--- src/inc/sls_pkg.sv ---
// Constants and carrier types for the serial link status block
package sls_pkg;
	localparam int LANES   = 4;
	localparam int DATA_W  = 64;
	localparam int ADDR_W  = 8;

	localparam logic [7:0] ADDR_CTRL     = 8'h00;
	localparam logic [7:0] ADDR_STATUS   = 8'h04;
	localparam logic [7:0] ADDR_IRQ_STAT = 8'h08;
	localparam logic [7:0] ADDR_IRQ_MASK = 8'h0c;
	localparam logic [7:0] ADDR_CONFIG   = 8'h10;

	localparam int CTRL_PLL_RST_BIT  = 0;
	localparam int CTRL_CORE_RST_BIT = 1;
	localparam logic [1:0] CTRL_RESET = 2'h0;

	localparam int EV_TX_SOFT   = 0;
	localparam int EV_RX_SOFT   = 1;
	localparam int EV_TX_HARD   = 2;
	localparam int EV_RX_HARD   = 3;
	localparam int EV_CHAN_DOWN = 4;
	localparam int EV_LOCK_LOSS = 5;
	localparam int EV_W         = 6;
	localparam logic [5:0] MASK_RESET = 6'h00;

	localparam int STAT_RX_LANE_LSB = 8;
	localparam int STAT_TX_CHAN     = 16;
	localparam int STAT_RX_CHAN     = 17;
	localparam int STAT_TX_HARD     = 18;
	localparam int STAT_RX_HARD     = 19;
	localparam int STAT_PLL_LOCK    = 20;
	localparam int STAT_CHAN_UP     = 21;

	localparam logic [1:0] RESP_OKAY   = 2'h0;
	localparam logic [1:0] RESP_SLVERR = 2'h2;

	typedef enum logic [1:0] {MODE_DUPLEX, MODE_TX_ONLY, MODE_RX_ONLY, MODE_SPLIT} sls_mode_e;

	typedef struct packed {
		logic chan_done;
		logic soft_det;
		logic hard_det;
	} sls_det_s;

	typedef struct packed {
		logic channel_up;
		logic soft_err;
		logic hard_err;
	} sls_flags_s;
endpackage

--- src/design/sls_dir_status.sv ---
// Lane, channel and error status of one link direction
`timescale 1ns/100ps
module sls_dir_status #(
	parameter int LANES = sls_pkg::LANES
) (
	input  wire logic              ref_clk,
	input  wire logic              rst,
	input  wire logic              core_rst,
	input  wire logic [LANES-1:0]  lane_done,
	input  wire sls_pkg::sls_det_s det,
	output logic      [LANES-1:0]  lane_up,
	output sls_pkg::sls_flags_s    flags
);
	logic [LANES-1:0]    lane_up_reg;
	logic [LANES-1:0]    lane_up_next;
	sls_pkg::sls_flags_s flags_reg;
	sls_pkg::sls_flags_s flags_next;

	assign lane_up_next          = core_rst ? '0 : lane_done;
	assign flags_next.hard_err   = ~core_rst & (flags_reg.hard_err | det.hard_det);
	assign flags_next.soft_err   = ~core_rst & det.soft_det;
	// Channel only after all lanes are up and no fatal error
	assign flags_next.channel_up = ~core_rst & det.chan_done & (&lane_up_reg) & ~flags_reg.hard_err;

	always_ff @(posedge ref_clk or posedge rst) begin
		if (rst) begin
			lane_up_reg <= '0;
			flags_reg   <= '0;
		end else begin
			lane_up_reg <= lane_up_next;
			flags_reg   <= flags_next;
		end
	end

	assign lane_up = lane_up_reg;
	assign flags   = flags_reg;

	chk_chan_needs_lanes: assert property (@(posedge ref_clk) disable iff (rst)
		flags_reg.channel_up |-> $past(&lane_up_reg) && $past(det.chan_done))
		else $error("channel up without all lanes up");
	chk_lane_follows_done: assert property (@(posedge ref_clk) disable iff (rst)
		!core_rst ##1 1'b1 |-> lane_up_reg == $past(lane_done))
		else $error("lane up does not follow lane done");
	chk_soft_one_pulse: assert property (@(posedge ref_clk) disable iff (rst)
		det.soft_det && !core_rst |=> flags_reg.soft_err ##1 (flags_reg.soft_err == $past(det.soft_det && !core_rst)))
		else $error("soft error not a single cycle pulse");
	chk_hard_held: assert property (@(posedge ref_clk) disable iff (rst)
		flags_reg.hard_err && !core_rst |=> flags_reg.hard_err)
		else $error("fatal error dropped before reset");
endmodule

--- src/design/sls_status_top.sv ---
// Link status reporting core with register bus and interrupt
//
// Register access over AXI4-Lite and the placing of the registers are this design's own decisions.
`timescale 1ns/100ps
module sls_status_top #(
	parameter sls_pkg::sls_mode_e MODE  = sls_pkg::MODE_DUPLEX,
	parameter int                 LANES = sls_pkg::LANES,
	parameter int                 DATA_W = sls_pkg::DATA_W
) (
	input  wire logic                      ref_clk,
	input  wire logic                      rst,
	input  wire logic [LANES-1:0]          tx_lane_done,
	input  wire logic [LANES-1:0]          rx_lane_done,
	input  wire sls_pkg::sls_det_s         tx_det,
	input  wire sls_pkg::sls_det_s         rx_det,
	input  wire logic                      tx_clk_stable,
	input  wire logic [LANES-1:0]          tx_serial_in,
	input  wire logic [DATA_W-1:0]         rx_data_in,
	input  wire logic                      rx_valid_in,
	output logic [LANES-1:0]               tx_serial_out,
	output logic [DATA_W-1:0]              rx_user_data,
	output logic                           rx_user_valid,
	output sls_pkg::sls_flags_s            flags,
	output logic [LANES-1:0]               lane_up,
	output sls_pkg::sls_flags_s            tx_flags,
	output logic [LANES-1:0]               tx_lane_up,
	output sls_pkg::sls_flags_s            rx_flags,
	output logic [LANES-1:0]               rx_lane_up,
	output logic                           transceiver_pll_locked,
	output logic                           shared_pll_reset_output,
	output logic                           irq,
	input  wire logic [sls_pkg::ADDR_W-1:0] s_axi_awaddr,
	input  wire logic                      s_axi_awvalid,
	output logic                           s_axi_awready,
	input  wire logic [31:0]               s_axi_wdata,
	input  wire logic [3:0]                s_axi_wstrb,
	input  wire logic                      s_axi_wvalid,
	output logic                           s_axi_wready,
	output logic [1:0]                     s_axi_bresp,
	output logic                           s_axi_bvalid,
	input  wire logic                      s_axi_bready,
	input  wire logic [sls_pkg::ADDR_W-1:0] s_axi_araddr,
	input  wire logic                      s_axi_arvalid,
	output logic                           s_axi_arready,
	output logic [31:0]                    s_axi_rdata,
	output logic [1:0]                     s_axi_rresp,
	output logic                           s_axi_rvalid,
	input  wire logic                      s_axi_rready
);
	localparam logic TX_PRESENT = (MODE != sls_pkg::MODE_RX_ONLY);
	localparam logic RX_PRESENT = (MODE != sls_pkg::MODE_TX_ONLY);
	localparam logic DUPLEX     = (MODE == sls_pkg::MODE_DUPLEX);

	// Direction 0 is transmit, 1 is receive
	logic [1:0][LANES-1:0]          dir_lane_done;
	sls_pkg::sls_det_s [1:0]        dir_det;
	logic [1:0][LANES-1:0]          dir_lane_up;
	sls_pkg::sls_flags_s [1:0]      dir_flags;
	logic                           core_rst_reg;

	assign dir_lane_done = {rx_lane_done, tx_lane_done};
	assign dir_det       = {rx_det, tx_det};

	genvar d;
	generate
		for (d = 0; d < 2; d++) begin : g_dir
			sls_dir_status #(.LANES(LANES)) u_dir (
				.ref_clk   (ref_clk),
				.rst       (rst),
				.core_rst  (core_rst_reg),
				.lane_done (dir_lane_done[d]),
				.det       (dir_det[d]),
				.lane_up   (dir_lane_up[d]),
				.flags     (dir_flags[d])
			);
		end
	endgenerate

	// Output presentation per build
	sls_pkg::sls_flags_s flags_reg,    flags_next;
	sls_pkg::sls_flags_s tx_flags_reg, tx_flags_next;
	sls_pkg::sls_flags_s rx_flags_reg, rx_flags_next;
	logic [LANES-1:0]    lane_up_reg,    lane_up_next;
	logic [LANES-1:0]    tx_lane_up_reg, tx_lane_up_next;
	logic [LANES-1:0]    rx_lane_up_reg, rx_lane_up_next;
	logic [LANES-1:0]    tx_serial_reg,  tx_serial_next;
	logic [DATA_W-1:0]   rx_data_reg;
	logic                rx_valid_reg,   rx_valid_next;
	logic                rx_all_up;
	logic                pll_locked_reg;
	logic                pll_rst_reg;

	assign flags_next.channel_up = DUPLEX & dir_flags[0].channel_up & dir_flags[1].channel_up;
	assign flags_next.soft_err   = DUPLEX & (dir_flags[0].soft_err | dir_flags[1].soft_err);
	assign flags_next.hard_err   = DUPLEX & (dir_flags[0].hard_err | dir_flags[1].hard_err);
	assign lane_up_next          = DUPLEX ? (dir_lane_up[0] & dir_lane_up[1]) : '0;
	assign tx_flags_next   = (TX_PRESENT && !DUPLEX) ? dir_flags[0] : '0;
	assign tx_lane_up_next = (TX_PRESENT && !DUPLEX) ? dir_lane_up[0] : '0;
	assign rx_flags_next   = (RX_PRESENT && !DUPLEX) ? dir_flags[1] : '0;
	assign rx_lane_up_next = (RX_PRESENT && !DUPLEX) ? dir_lane_up[1] : '0;
	assign tx_serial_next  = TX_PRESENT ? tx_serial_in : '0;
	assign rx_all_up       = RX_PRESENT & (&dir_lane_up[1]);
	assign rx_valid_next   = rx_valid_in & rx_all_up;

	// Status flops on the single user clock
	always_ff @(posedge ref_clk or posedge rst) begin
		if (rst) begin
			flags_reg      <= '0;
			tx_flags_reg   <= '0;
			rx_flags_reg   <= '0;
			lane_up_reg    <= '0;
			tx_lane_up_reg <= '0;
			rx_lane_up_reg <= '0;
			tx_serial_reg  <= '0;
			rx_data_reg    <= '0;
			rx_valid_reg   <= 1'b0;
			pll_locked_reg <= 1'b0;
		end else begin
			flags_reg      <= flags_next;
			tx_flags_reg   <= tx_flags_next;
			rx_flags_reg   <= rx_flags_next;
			lane_up_reg    <= lane_up_next;
			tx_lane_up_reg <= tx_lane_up_next;
			rx_lane_up_reg <= rx_lane_up_next;
			tx_serial_reg  <= tx_serial_next;
			rx_data_reg    <= rx_valid_next ? rx_data_in : rx_data_reg;
			rx_valid_reg   <= rx_valid_next;
			pll_locked_reg <= tx_clk_stable;
		end
	end

	// Partner pll reset asserts with rst, no clock needed, then follows the control pll reset bit
	logic [1:0] ctrl_reg;
	always_ff @(posedge ref_clk or posedge rst) begin
		if (rst) begin
			pll_rst_reg <= 1'b1;
		end else begin
			pll_rst_reg <= ctrl_reg[sls_pkg::CTRL_PLL_RST_BIT];
		end
	end

	// Register bus slave
	logic                        aw_held_reg, aw_held_next;
	logic                        w_held_reg,  w_held_next;
	logic                        awready_reg, wready_reg;
	logic [sls_pkg::ADDR_W-1:0]  awaddr_reg;
	logic [31:0]                 wdata_reg;
	logic                        wstrb0_reg;
	logic                        bvalid_reg,  bvalid_next;
	logic [1:0]                  bresp_reg;
	logic                        arready_reg, rvalid_reg, rvalid_next;
	logic [31:0]                 rdata_reg,   rdata_next;
	logic [1:0]                  rresp_reg,   rresp_next;
	logic                        aw_take, w_take, wr_do, ar_take;
	logic                        wr_ctrl, wr_stat, wr_mask, wr_mapped;
	logic [sls_pkg::EV_W-1:0]    irq_stat_reg, irq_stat_next, irq_mask_reg, events, w1c;
	logic [31:0]                 status_word;
	logic                        irq_reg;
	logic                        chan_up_any, chan_up_prev_reg;

	assign aw_take      = s_axi_awvalid & awready_reg;
	assign w_take       = s_axi_wvalid & wready_reg;
	assign wr_do        = aw_held_reg & w_held_reg & ~bvalid_reg;
	assign aw_held_next = (aw_held_reg & ~wr_do) | aw_take;
	assign w_held_next  = (w_held_reg & ~wr_do) | w_take;
	assign bvalid_next  = wr_do | (bvalid_reg & ~s_axi_bready);
	assign wr_ctrl      = wr_do & wstrb0_reg & (awaddr_reg == sls_pkg::ADDR_CTRL);
	assign wr_stat      = wr_do & wstrb0_reg & (awaddr_reg == sls_pkg::ADDR_IRQ_STAT);
	assign wr_mask      = wr_do & wstrb0_reg & (awaddr_reg == sls_pkg::ADDR_IRQ_MASK);
	assign wr_mapped    = (awaddr_reg == sls_pkg::ADDR_CTRL) | (awaddr_reg == sls_pkg::ADDR_STATUS)
		| (awaddr_reg == sls_pkg::ADDR_IRQ_STAT) | (awaddr_reg == sls_pkg::ADDR_IRQ_MASK)
		| (awaddr_reg == sls_pkg::ADDR_CONFIG);

	always_ff @(posedge ref_clk or posedge rst) begin
		if (rst) begin
			aw_held_reg <= 1'b0;
			w_held_reg  <= 1'b0;
			awready_reg <= 1'b1;
			wready_reg  <= 1'b1;
			awaddr_reg  <= '0;
			wdata_reg   <= '0;
			wstrb0_reg  <= 1'b0;
			bvalid_reg  <= 1'b0;
			bresp_reg   <= sls_pkg::RESP_OKAY;
		end else begin
			aw_held_reg <= aw_held_next;
			w_held_reg  <= w_held_next;
			awready_reg <= ~aw_held_next;
			wready_reg  <= ~w_held_next;
			awaddr_reg  <= aw_take ? s_axi_awaddr : awaddr_reg;
			wdata_reg   <= w_take ? s_axi_wdata : wdata_reg;
			wstrb0_reg  <= w_take ? s_axi_wstrb[0] : wstrb0_reg;
			bvalid_reg  <= bvalid_next;
			bresp_reg   <= wr_do ? (wr_mapped ? sls_pkg::RESP_OKAY : sls_pkg::RESP_SLVERR) : bresp_reg;
		end
	end

	// Control and interrupt registers; a set beats a same-cycle clear
	assign chan_up_any   = DUPLEX ? flags_reg.channel_up : (tx_flags_reg.channel_up | rx_flags_reg.channel_up);
	assign events[sls_pkg::EV_TX_SOFT]   = dir_flags[0].soft_err & TX_PRESENT;
	assign events[sls_pkg::EV_RX_SOFT]   = dir_flags[1].soft_err & RX_PRESENT;
	assign events[sls_pkg::EV_TX_HARD]   = dir_flags[0].hard_err & TX_PRESENT;
	assign events[sls_pkg::EV_RX_HARD]   = dir_flags[1].hard_err & RX_PRESENT;
	assign events[sls_pkg::EV_CHAN_DOWN] = chan_up_prev_reg & ~chan_up_any;
	assign events[sls_pkg::EV_LOCK_LOSS] = pll_locked_reg & ~tx_clk_stable;
	assign w1c           = wr_stat ? wdata_reg[sls_pkg::EV_W-1:0] : '0;
	assign irq_stat_next = (irq_stat_reg & ~w1c) | events;

	always_ff @(posedge ref_clk or posedge rst) begin
		if (rst) begin
			ctrl_reg         <= sls_pkg::CTRL_RESET;
			core_rst_reg     <= 1'b0;
			irq_mask_reg     <= sls_pkg::MASK_RESET;
			irq_stat_reg     <= '0;
			irq_reg          <= 1'b0;
			chan_up_prev_reg <= 1'b0;
		end else begin
			ctrl_reg         <= wr_ctrl ? {1'b0, wdata_reg[sls_pkg::CTRL_PLL_RST_BIT]} : ctrl_reg;
			core_rst_reg     <= wr_ctrl & wdata_reg[sls_pkg::CTRL_CORE_RST_BIT];
			irq_mask_reg     <= wr_mask ? wdata_reg[sls_pkg::EV_W-1:0] : irq_mask_reg;
			irq_stat_reg     <= irq_stat_next;
			irq_reg          <= |(irq_stat_next & irq_mask_reg);
			chan_up_prev_reg <= chan_up_any;
		end
	end

	// Read side
	assign status_word = {10'h000,
		chan_up_any, pll_locked_reg,
		dir_flags[1].hard_err, dir_flags[0].hard_err,
		dir_flags[1].channel_up, dir_flags[0].channel_up,
		8'(dir_lane_up[1]), 8'(dir_lane_up[0])};
	assign ar_take     = s_axi_arvalid & arready_reg;
	assign rvalid_next = ar_take | (rvalid_reg & ~s_axi_rready);

	always_comb begin
		rdata_next = '0;
		rresp_next = sls_pkg::RESP_OKAY;
		case (s_axi_araddr)
			sls_pkg::ADDR_CTRL:     rdata_next = {30'h00000000, ctrl_reg};
			sls_pkg::ADDR_STATUS:   rdata_next = status_word;
			sls_pkg::ADDR_IRQ_STAT: rdata_next = {26'h0000000, irq_stat_reg};
			sls_pkg::ADDR_IRQ_MASK: rdata_next = {26'h0000000, irq_mask_reg};
			sls_pkg::ADDR_CONFIG:   rdata_next = {16'h0000, 8'(LANES), 6'h00, MODE};
			default:                rresp_next = sls_pkg::RESP_SLVERR;
		endcase
	end

	always_ff @(posedge ref_clk or posedge rst) begin
		if (rst) begin
			arready_reg <= 1'b1;
			rvalid_reg  <= 1'b0;
			rdata_reg   <= '0;
			rresp_reg   <= sls_pkg::RESP_OKAY;
		end else begin
			arready_reg <= ~rvalid_next;
			rvalid_reg  <= rvalid_next;
			rdata_reg   <= ar_take ? rdata_next : rdata_reg;
			rresp_reg   <= ar_take ? rresp_next : rresp_reg;
		end
	end

	assign tx_serial_out           = tx_serial_reg;
	assign rx_user_data            = rx_data_reg;
	assign rx_user_valid           = rx_valid_reg;
	assign flags                   = flags_reg;
	assign lane_up                 = lane_up_reg;
	assign tx_flags                = tx_flags_reg;
	assign tx_lane_up              = tx_lane_up_reg;
	assign rx_flags                = rx_flags_reg;
	assign rx_lane_up              = rx_lane_up_reg;
	assign transceiver_pll_locked  = pll_locked_reg;
	assign shared_pll_reset_output = pll_rst_reg;
	assign irq                     = irq_reg;
	assign s_axi_awready           = awready_reg;
	assign s_axi_wready            = wready_reg;
	assign s_axi_bvalid            = bvalid_reg;
	assign s_axi_bresp             = bresp_reg;
	assign s_axi_arready           = arready_reg;
	assign s_axi_rvalid            = rvalid_reg;
	assign s_axi_rdata             = rdata_reg;
	assign s_axi_rresp             = rresp_reg;

	chk_rx_gate_lanes: assert property (@(posedge ref_clk) disable iff (rst)
		rx_valid_reg |-> $past(&dir_lane_up[1]) && $past(rx_valid_in))
		else $error("rx data accepted before all lanes up");
	chk_soft_out_pulse: assert property (@(posedge ref_clk) disable iff (rst)
		DUPLEX && tx_det.soft_det && !core_rst_reg |-> ##2 flags_reg.soft_err)
		else $error("combined soft error pulse missing");
	chk_pll_follows: assert property (@(posedge ref_clk) disable iff (rst)
		tx_clk_stable != pll_locked_reg |=> pll_locked_reg == $past(tx_clk_stable))
		else $error("pll locked does not follow clock stable");
	chk_duplex_combined: assert property (@(posedge ref_clk) disable iff (rst)
		flags_reg.channel_up |-> DUPLEX && $past(dir_flags[0].channel_up) && $past(dir_flags[1].channel_up))
		else $error("combined channel up without both sides");
	chk_tx_side_view: assert property (@(posedge ref_clk) disable iff (rst)
		##1 tx_flags_reg == ((TX_PRESENT && !DUPLEX) ? $past(dir_flags[0]) : 3'h0))
		else $error("transmit side flags wrong for build");
	chk_rx_side_view: assert property (@(posedge ref_clk) disable iff (rst)
		##1 rx_flags_reg == ((RX_PRESENT && !DUPLEX) ? $past(dir_flags[1]) : 3'h0))
		else $error("receive side flags wrong for build");
	chk_tx_pins_quiet: assert property (@(posedge ref_clk) disable iff (rst)
		!TX_PRESENT |-> tx_serial_reg == '0)
		else $error("serial transmit pins driven in receive-only build");
	chk_pll_reset_ctrl: assert property (@(posedge ref_clk) disable iff (rst)
		wr_ctrl |-> ##2 pll_rst_reg == $past(wdata_reg[sls_pkg::CTRL_PLL_RST_BIT], 2))
		else $error("shared pll reset does not follow control");
	chk_irq_level: assert property (@(posedge ref_clk) disable iff (rst)
		irq_reg |-> $past(|(irq_stat_next & irq_mask_reg)))
		else $error("interrupt without unmasked status");
	chk_hard_out_held: assert property (@(posedge ref_clk) disable iff (rst)
		flags_reg.hard_err && !core_rst_reg && !$past(core_rst_reg) |=> flags_reg.hard_err)
		else $error("combined fatal error dropped before reset");
	chk_soft_out_source: assert property (@(posedge ref_clk) disable iff (rst)
		flags_reg.soft_err |-> $past(dir_flags[0].soft_err || dir_flags[1].soft_err))
		else $error("combined soft error without a detected error");
	chk_lane_combined: assert property (@(posedge ref_clk) disable iff (rst)
		##1 lane_up_reg == (DUPLEX ? $past(dir_lane_up[0] & dir_lane_up[1]) : '0))
		else $error("combined lane ready wrong for build");
	chk_serial_follows: assert property (@(posedge ref_clk) disable iff (rst)
		TX_PRESENT |=> tx_serial_reg == $past(tx_serial_in))
		else $error("serial transmit pins do not follow lane data");
	chk_bvalid_held: assert property (@(posedge ref_clk) disable iff (rst)
		bvalid_reg && !s_axi_bready |=> bvalid_reg && $stable(bresp_reg))
		else $error("write response withdrawn before taken");
	chk_rvalid_held: assert property (@(posedge ref_clk) disable iff (rst)
		rvalid_reg && !s_axi_rready |=> rvalid_reg && $stable(rdata_reg) && $stable(rresp_reg))
		else $error("read response withdrawn before taken");
	chk_event_sets_stat: assert property (@(posedge ref_clk) disable iff (rst)
		|events |=> (irq_stat_reg & $past(events)) == $past(events))
		else $error("status bit lost on a same-cycle clear");
endmodule

--- config.mk ---
export PLATFORM = sky130hd
export DESIGN_NAME = sls_status_top
export DESIGN_NICKNAME = d
export VERILOG_FILES = /design/src/inc/sls_pkg.sv /design/src/design/sls_dir_status.sv /design/src/design/sls_status_top.sv
export SDC_FILE = /design/constraint.sdc
export NUM_CORES = 1
export LEC_CHECK = 0
export BUFFER_PORTS_ARGS = -buffer_cell sky130_fd_sc_hd__buf_2
export CAP_MARGIN = 20
export CORE_UTILIZATION = 30
export CTS_CLUSTER_DIAMETER = 100
export DETAILED_ROUTE_END_ITERATION = 12
export GPL_TIMING_DRIVEN = 0
export PLACE_DENSITY = 0.54
export SLEW_MARGIN = 20
export SYNTH_ARGS = -nofsm -noshare
export SYNTH_HDL_FRONTEND = slang
export SYNTH_SLANG_ARGS = --single-unit
export TNS_END_PERCENT = 1
--- constraint.sdc ---
create_clock -name ref_clk -period 6.8 [get_ports ref_clk]
set_input_delay 1.36 -clock ref_clk [delete_from_list [all_inputs] [get_ports ref_clk]]
set_output_delay 1.36 -clock ref_clk [all_outputs]
set_load 0.05 [all_outputs]
==> summary.txt, run 1 <==
Status: finished, final reports clean
Worst setup margin: 3.85 ns
ANT nets after route: 0
Row cnt: 50
Synth warn: 0
First-pass GRT wire length: 22100 um
Post-synthesis cell type count: 35
Crit-path max FO: 9
Yosys reg bits: 148
Int Pwr: 0.00196 W
Sw frac: 35.3%
Vias in the first global route: 4240
Syn Std Cell Area: 5880 um^2
CP Launch Type: primary input
Via density: 4.27
Initial antenna violation count: 0
Max cap viols: 0
Clk pwr share: 32.6%
Num CTS Buffers: 17
Layout cells sized above 1: 53.8%
Reg power frac: 38.4%
CTS clk-pin slew, worst paths: 0.06 ns
DIE WIDTH: 142 um
Post-synth top area share: 61.3%
Overall Global Routing Usage: 14.5%
Critical path type: primary input to flip-flop
RSZ-0062 raised after global routing: no
Clk_lat worst skew: 0.42 ns
Worst slew pin tran: 0.554 ns
CORE AREA: 19000 um^2
I/O pin total: 277
Post-route insts no fill: 962
Die Ht: 142 um
Hold Crit Class: flip-flop to flip-flop
VDD IR max: 0.200 mV
Comb pwr share: 29.0%
Commonest non-fill, non-tap cells in the layout: buf_2 (216), dfrtp_1 (144), mux2_2 (89)
Yosys top cell by area: dfrtp_1
DRC: 0
Max reg flops: 64
Max Slew Vio Count: 0
Post-Place Cells: 931
Htree depth: 4
Pre-Repair DR Iteration Count: 4
Layout area overhead: 37.0%
Final worst path period share: 43.3%
N_diodes: 0
Setup Viol. Count Final: 0
Power per cell area: 376 nW/um^2
Clock skew: 0.00903 ns
Area contributors post-synth: dfrtp_1 (61%), mux2_2 (17%), buf_4 (4.2%)
Post-synthesis sequential area ratio: 63.1%
Filler cell count: 1824
Crit end category: flip-flop
Grt ovf: 0
Post-DR wirelength/cell: 14.8 um
Clock root cell: clkbuf_16
Worst slew margin: 62.8%
CP arrival: 3.30 ns
Routability cong.: 0.744
Cells after Synth: 425
# clock sinks: 148
Worst Path Required: 7.15 ns
Setup WS pre-CTS: 3.48 ns
Initial Util: 31.0%
Post-layout nets: 833
Final worst path period need: 2.95 ns
Post-CTS Setup Inserts: 0
Final hold violations: 0
Leakage power: 4.11 nW
Psw: 0.00107 W
Detail Placement HPWL: 10900 um
Peak Freq: 339 MHz
Mean Syn Cell Area: 13.8 um^2
CTS tree: done
Vias: 4104
WL final: 14200 um
DRT iter0 DRCs: 162
IO Port Bufs: 214
Commonest non-fill, non-tap cell in the layout: buf_2
# hold bufs at CTS: 0
CTS resizes: 0
DIE AREA: 20200 um^2
Clk buf depth: 2
Largest net degree at the start of global routing: 81
-- power by group through the flow --
| stage | registers (W) | clock network [W] | logic, W |
|---|---|---|---|
| 3_5_place_dp | 0.00118 | 0 | 0.000888 |
| 4_1_cts | 0.00117 | 0.00102 | 0.000889 |
| 5_1_grt | 0.00119 | 0.00106 | 0.000924 |
| 6_report | 0.00116 | 0.000990 | 0.000879 |
| 2_1_floorplan | 0.00155 | 0 | 0.000287 |
| 3_3_place_gp | 0.00117 | 0 | 0.000871 |
-- stage by stage --
step	total power (W)	cell area (um^2)	utilization, %	TNS [ns]	hold WS [ns]
6_report	0.00303	8050	42.5	0	0.430
5_1_grt	0.00317	8050	42.5	0	0.433
4_1_cts	0.00307	8050	42.5	0	0.426
3_5_place_dp	0.00207	7430	39.2	0	0.413
3_3_place_gp	0.00204	7390	39.0	-11.69	0.426
2_1_floorplan	0.00183	6000	-	0	0.365
-- logic make-up (layout without fill, tap and decap cells) --
kind of cell	Yosys count	in the layout	share of synthesized area [%]
AOI/OAI and AO/OA	40	40	4.66
buffers and inverters	57	303	5.79
DFF	148	148	63.1
muxes	93	93	17.9
other	1	32	0.0638
and+or+nand+nor	86	86	8.47
-- synthesized netlist by cell type (all sizes together) --
cell type and number:
or4bb 4, and3 2, a21oi 3, nand2b 1, nand4b 2, nand3 5
nand4 1, mux2 89, dfstp 4, conb 1, a2bb2oi 1, nor2 5
buf 35, a22o 12, nand2 26, nor4b 1, nor3 4, nor4 6
mux2i 3, or4 3, o21ai 14, dfrtp 144, and4 1, a32o 1
inv 9, o22ai 2, and2 7, or2 3, clkbuf 13, mux4 1
nor2b 15, a21o 7
-- worst paths after layout --
| kind | startpoint | end | slack (ns) | depth (start not counted) |
|---|---|---|---|---|
| max reg2reg | awaddr_reg[0]$_DFFE_PP0P_ | irq$_DFF_PP0_ | 4.41 | 5 |
| max | s_axi_araddr[5] | s_axi_rdata[17]$_DFFE_PP0P_ | 3.85 | 6 |
| min reg2reg | ctrl_reg[0]$_DFFE_PP0P_ | shared_pll_reset_output$_DFF_PP1_ | 0.43 | 0 |
| max in group asynchronous | rst | shared_pll_reset_output$_DFF_PP1_ | 5.01 | 3 |
| min in group asynchronous | rst | rx_user_data[9]$_DFFE_PP0P_ | 0.98 | 2 |
| min | ctrl_reg[0]$_DFFE_PP0P_ | shared_pll_reset_output$_DFF_PP1_ | 0.43 | 0 |
-- per-layer routing --
metal / vias up / routed length (um) / GRT usage [%]
met5: - / 0 / 0
met4: 0 / 218 / 6.06
met3: 16 / 916 / 4.14
met2: 151 / 6970 / 23.8
met1: 1992 / 6130 / 18.0
li1: 1945 / - / -
-- cell type report --
class	count	area (um^2)	area share, %
tap	260	325	4.04
multi-input combinational	251	1950	24.2
buffer	48	307	3.81
inverter	9	41.3	0.513
timing repair buffer	215	1100	13.6
sequential	148	3710	46.1
clock inverter	9	151	1.88
clock buffer	22	474	5.89
-- critical path, cell delays in order --
cell,delay (ns)
buf_2,0.09
or4_1,0.56
nor3_1,0.46
and4_1,0.26
clkbuf_1,0.37
a22o_1,0.20
(Power assumes the default switching activity.)
==> inputs of run 2 (changes only) <==
--- a/config.mk
+++ b/config.mk
@@ -11,7 +11,7 @@
 export CTS_CLUSTER_DIAMETER = 100
 export DETAILED_ROUTE_END_ITERATION = 12
 export GPL_TIMING_DRIVEN = 0
-export PLACE_DENSITY = 0.54
+export PLACE_DENSITY = 0.56
 export SLEW_MARGIN = 20
 export SYNTH_ARGS = -nofsm -noshare
 export SYNTH_HDL_FRONTEND = slang
==> constraint.sdc (replaced) <==
create_clock -name ref_clk -period 2.5 [get_ports ref_clk]
set_input_delay 0.5 -clock ref_clk [delete_from_list [all_inputs] [get_ports ref_clk]]
set_output_delay 0.5 -clock ref_clk [all_outputs]
set_load 0.05 [all_outputs]
==> summary.txt, run 2 (synthesized netlist as in run 1, its figures left out) <==
Post-layout nets: 836
Grt ovf: 0
Htree depth: 4
WL final: 14300 um
Worst slew margin: 57.4%
Worst setup margin: 0.165 ns
Power per cell area: 1030 nW/um^2
Critical path type: flip-flop to flip-flop
Vias: 4136
CTS clk-pin slew, worst paths: 0.06 ns
Cells along the critical path: or4_1, buf_2, nor4_4, a21oi_1, or4_1
Via density: 4.28
Die Ht: 142 um
Final hold violations: 0
ANT nets after route: 0
Max Slew Vio Count: 0
FF-to-FF setup slack: 0.17 ns
Clk_lat worst skew: 0.42 ns
Peak Freq: 428 MHz
Worst Path Required: 2.78 ns
Routability cong.: 0.729
DRT iter0 DRCs: 159
Layout cells sized above 1: 54.2%
# hold bufs at CTS: 0
Clk buf depth: 2
Overall Global Routing Usage: 14.7%
Crit-path max FO: 8
Commonest non-fill, non-tap cell in the layout: buf_2
Hold Crit Class: primary input to async pin
Initial antenna violation count: 2
CORE AREA: 19000 um^2
Final worst path period share: 93.4%
Reg-to-Reg Start: awaddr_reg[1]$_DFFE_PP0P_
CP Launch Type: flip-flop
Num CTS Buffers: 17
Max cap viols: 0
Setup WS pre-CTS: 0.0299 ns
Crit path capture: irq$_DFF_PP0_
Commonest non-fill, non-tap cells in the layout: buf_2 (216), dfrtp_1 (144), mux2_2 (89)
Crit end category: flip-flop
# clock sinks: 148
Critical Path Start: awaddr_reg[1]$_DFFE_PP0P_
Reg2Reg Depth: 5
Leakage power: 4.13 nW
RSZ-0062 raised after global routing: no
Pre-Repair DR Iteration Count: 4
CTS resizes: 0
Initial Util: 31.0%
Worst slew pin tran: 0.634 ns
DIE AREA: 20200 um^2
I/O pin total: 277
Largest net degree at the start of global routing: 36
First-pass GRT wire length: 22100 um
Max reg flops: 64
Worst R2R End: irq$_DFF_PP0_
Setup Viol. Count Final: 0
Vias in the first global route: 4222
Clock root cell: clkbuf_16
Final worst path period need: 2.33 ns
Layout area overhead: 38.2%
Status: finished, final reports clean
Post-DR wirelength/cell: 14.8 um
VDD IR max: 0.470 mV
CTS tree: done
Detail Placement HPWL: 11100 um
DIE WIDTH: 142 um
DRC: 0
Clock skew: 0.00719 ns
Crit-path slowest cell: or4_1
CP arrival: 2.62 ns
Final core utilization: 42.9%
IO Port Bufs: 214
Row cnt: 50
Most common cell on crit path: or4_1
CP max stage delay: 0.54 ns
Post-CTS Setup Inserts: 0
-- run 2: changes by cell type in the layout (fill, tap and decap cells not counted), moves of 2 or more --
cell,delta
diode_2,+2
clkbuf_8,-2
buf_12,+4
inv_6,+2
-- run 2: layer usage --
layer / global-route usage [%] / part of all wire (%) / vias to the layer above
met5: 0 / 0.11 / -
met4: 6.79 / 2.2 / 2
met3: 4.44 / 6.0 / 20
met2: 23.7 / 48 / 157
met1: 18.1 / 43 / 1995
li1: - / - / 1962
-- run 2: worst min path at each step --
stage                                  from  slack, ns                                end
finish                                  rst       0.13       rx_user_data[43]$_DFFE_PP0P_
global route                            rst       0.16         tx_serial_out[1]$_DFF_PP0_
CTS                                     rst       0.13       rx_user_data[43]$_DFFE_PP0P_
detailed placement  ctrl_reg[0]$_DFFE_PP0P_       0.43  shared_pll_reset_output$_DFF_PP1_
global placement    ctrl_reg[0]$_DFFE_PP0P_       0.43  shared_pll_reset_output$_DFF_PP1_
floorplan           ctrl_reg[0]$_DFFE_PP0P_       0.37  shared_pll_reset_output$_DFF_PP1_
-- run 2: critical path: cells and delay by family, from the launching register on --
kind	cells	cell delay, ns
DFF	1	0.39
buffers and inverters	1	0.18
and+or+nand+nor	3	1.50
AOI/OAI and AO/OA	1	0.12
-- run 2: cell type report --
| type | count | area, um^2 |
|---|---|---|
| plain buffers | 48 | 307 |
| flip-flops and latches | 148 | 3710 |
| multi-input cells | 251 | 1950 |
| clock inverters | 12 | 203 |
| well taps | 260 | 325 |
| diodes | 2 | 5.00 |
| fillers | 1817 | 10800 |
| inverters | 9 | 37.5 |
| repair buffers | 218 | 1150 |
| clock buffers | 19 | 443 |
-- run 2: where the power goes --
part | switching [W] | internal (W)
Combinational | 0.00167 | 0.000727
Clock | 0.000982 | 0.00180
Sequential | 0.000290 | 0.00287
Total | 0.00294 | 0.00540
-- run 2: metrics by stage --
step | total power, W | hold slack [ns] | cells | area, um^2 | TNS (ns)
detailed placement | 0.00563 | 0.425 | 934 | 7480 | 0
global route | 0.00873 | 0.158 | 966 | 8120 | 0
global placement | 0.00556 | 0.434 | 930 | 7400 | -103.29
CTS | 0.00846 | 0.128 | 965 | 8120 | 0
floorplan | 0.00499 | 0.365 | 456 | 6000 | 0
finish | 0.00834 | 0.132 | 967 | 8130 | 0
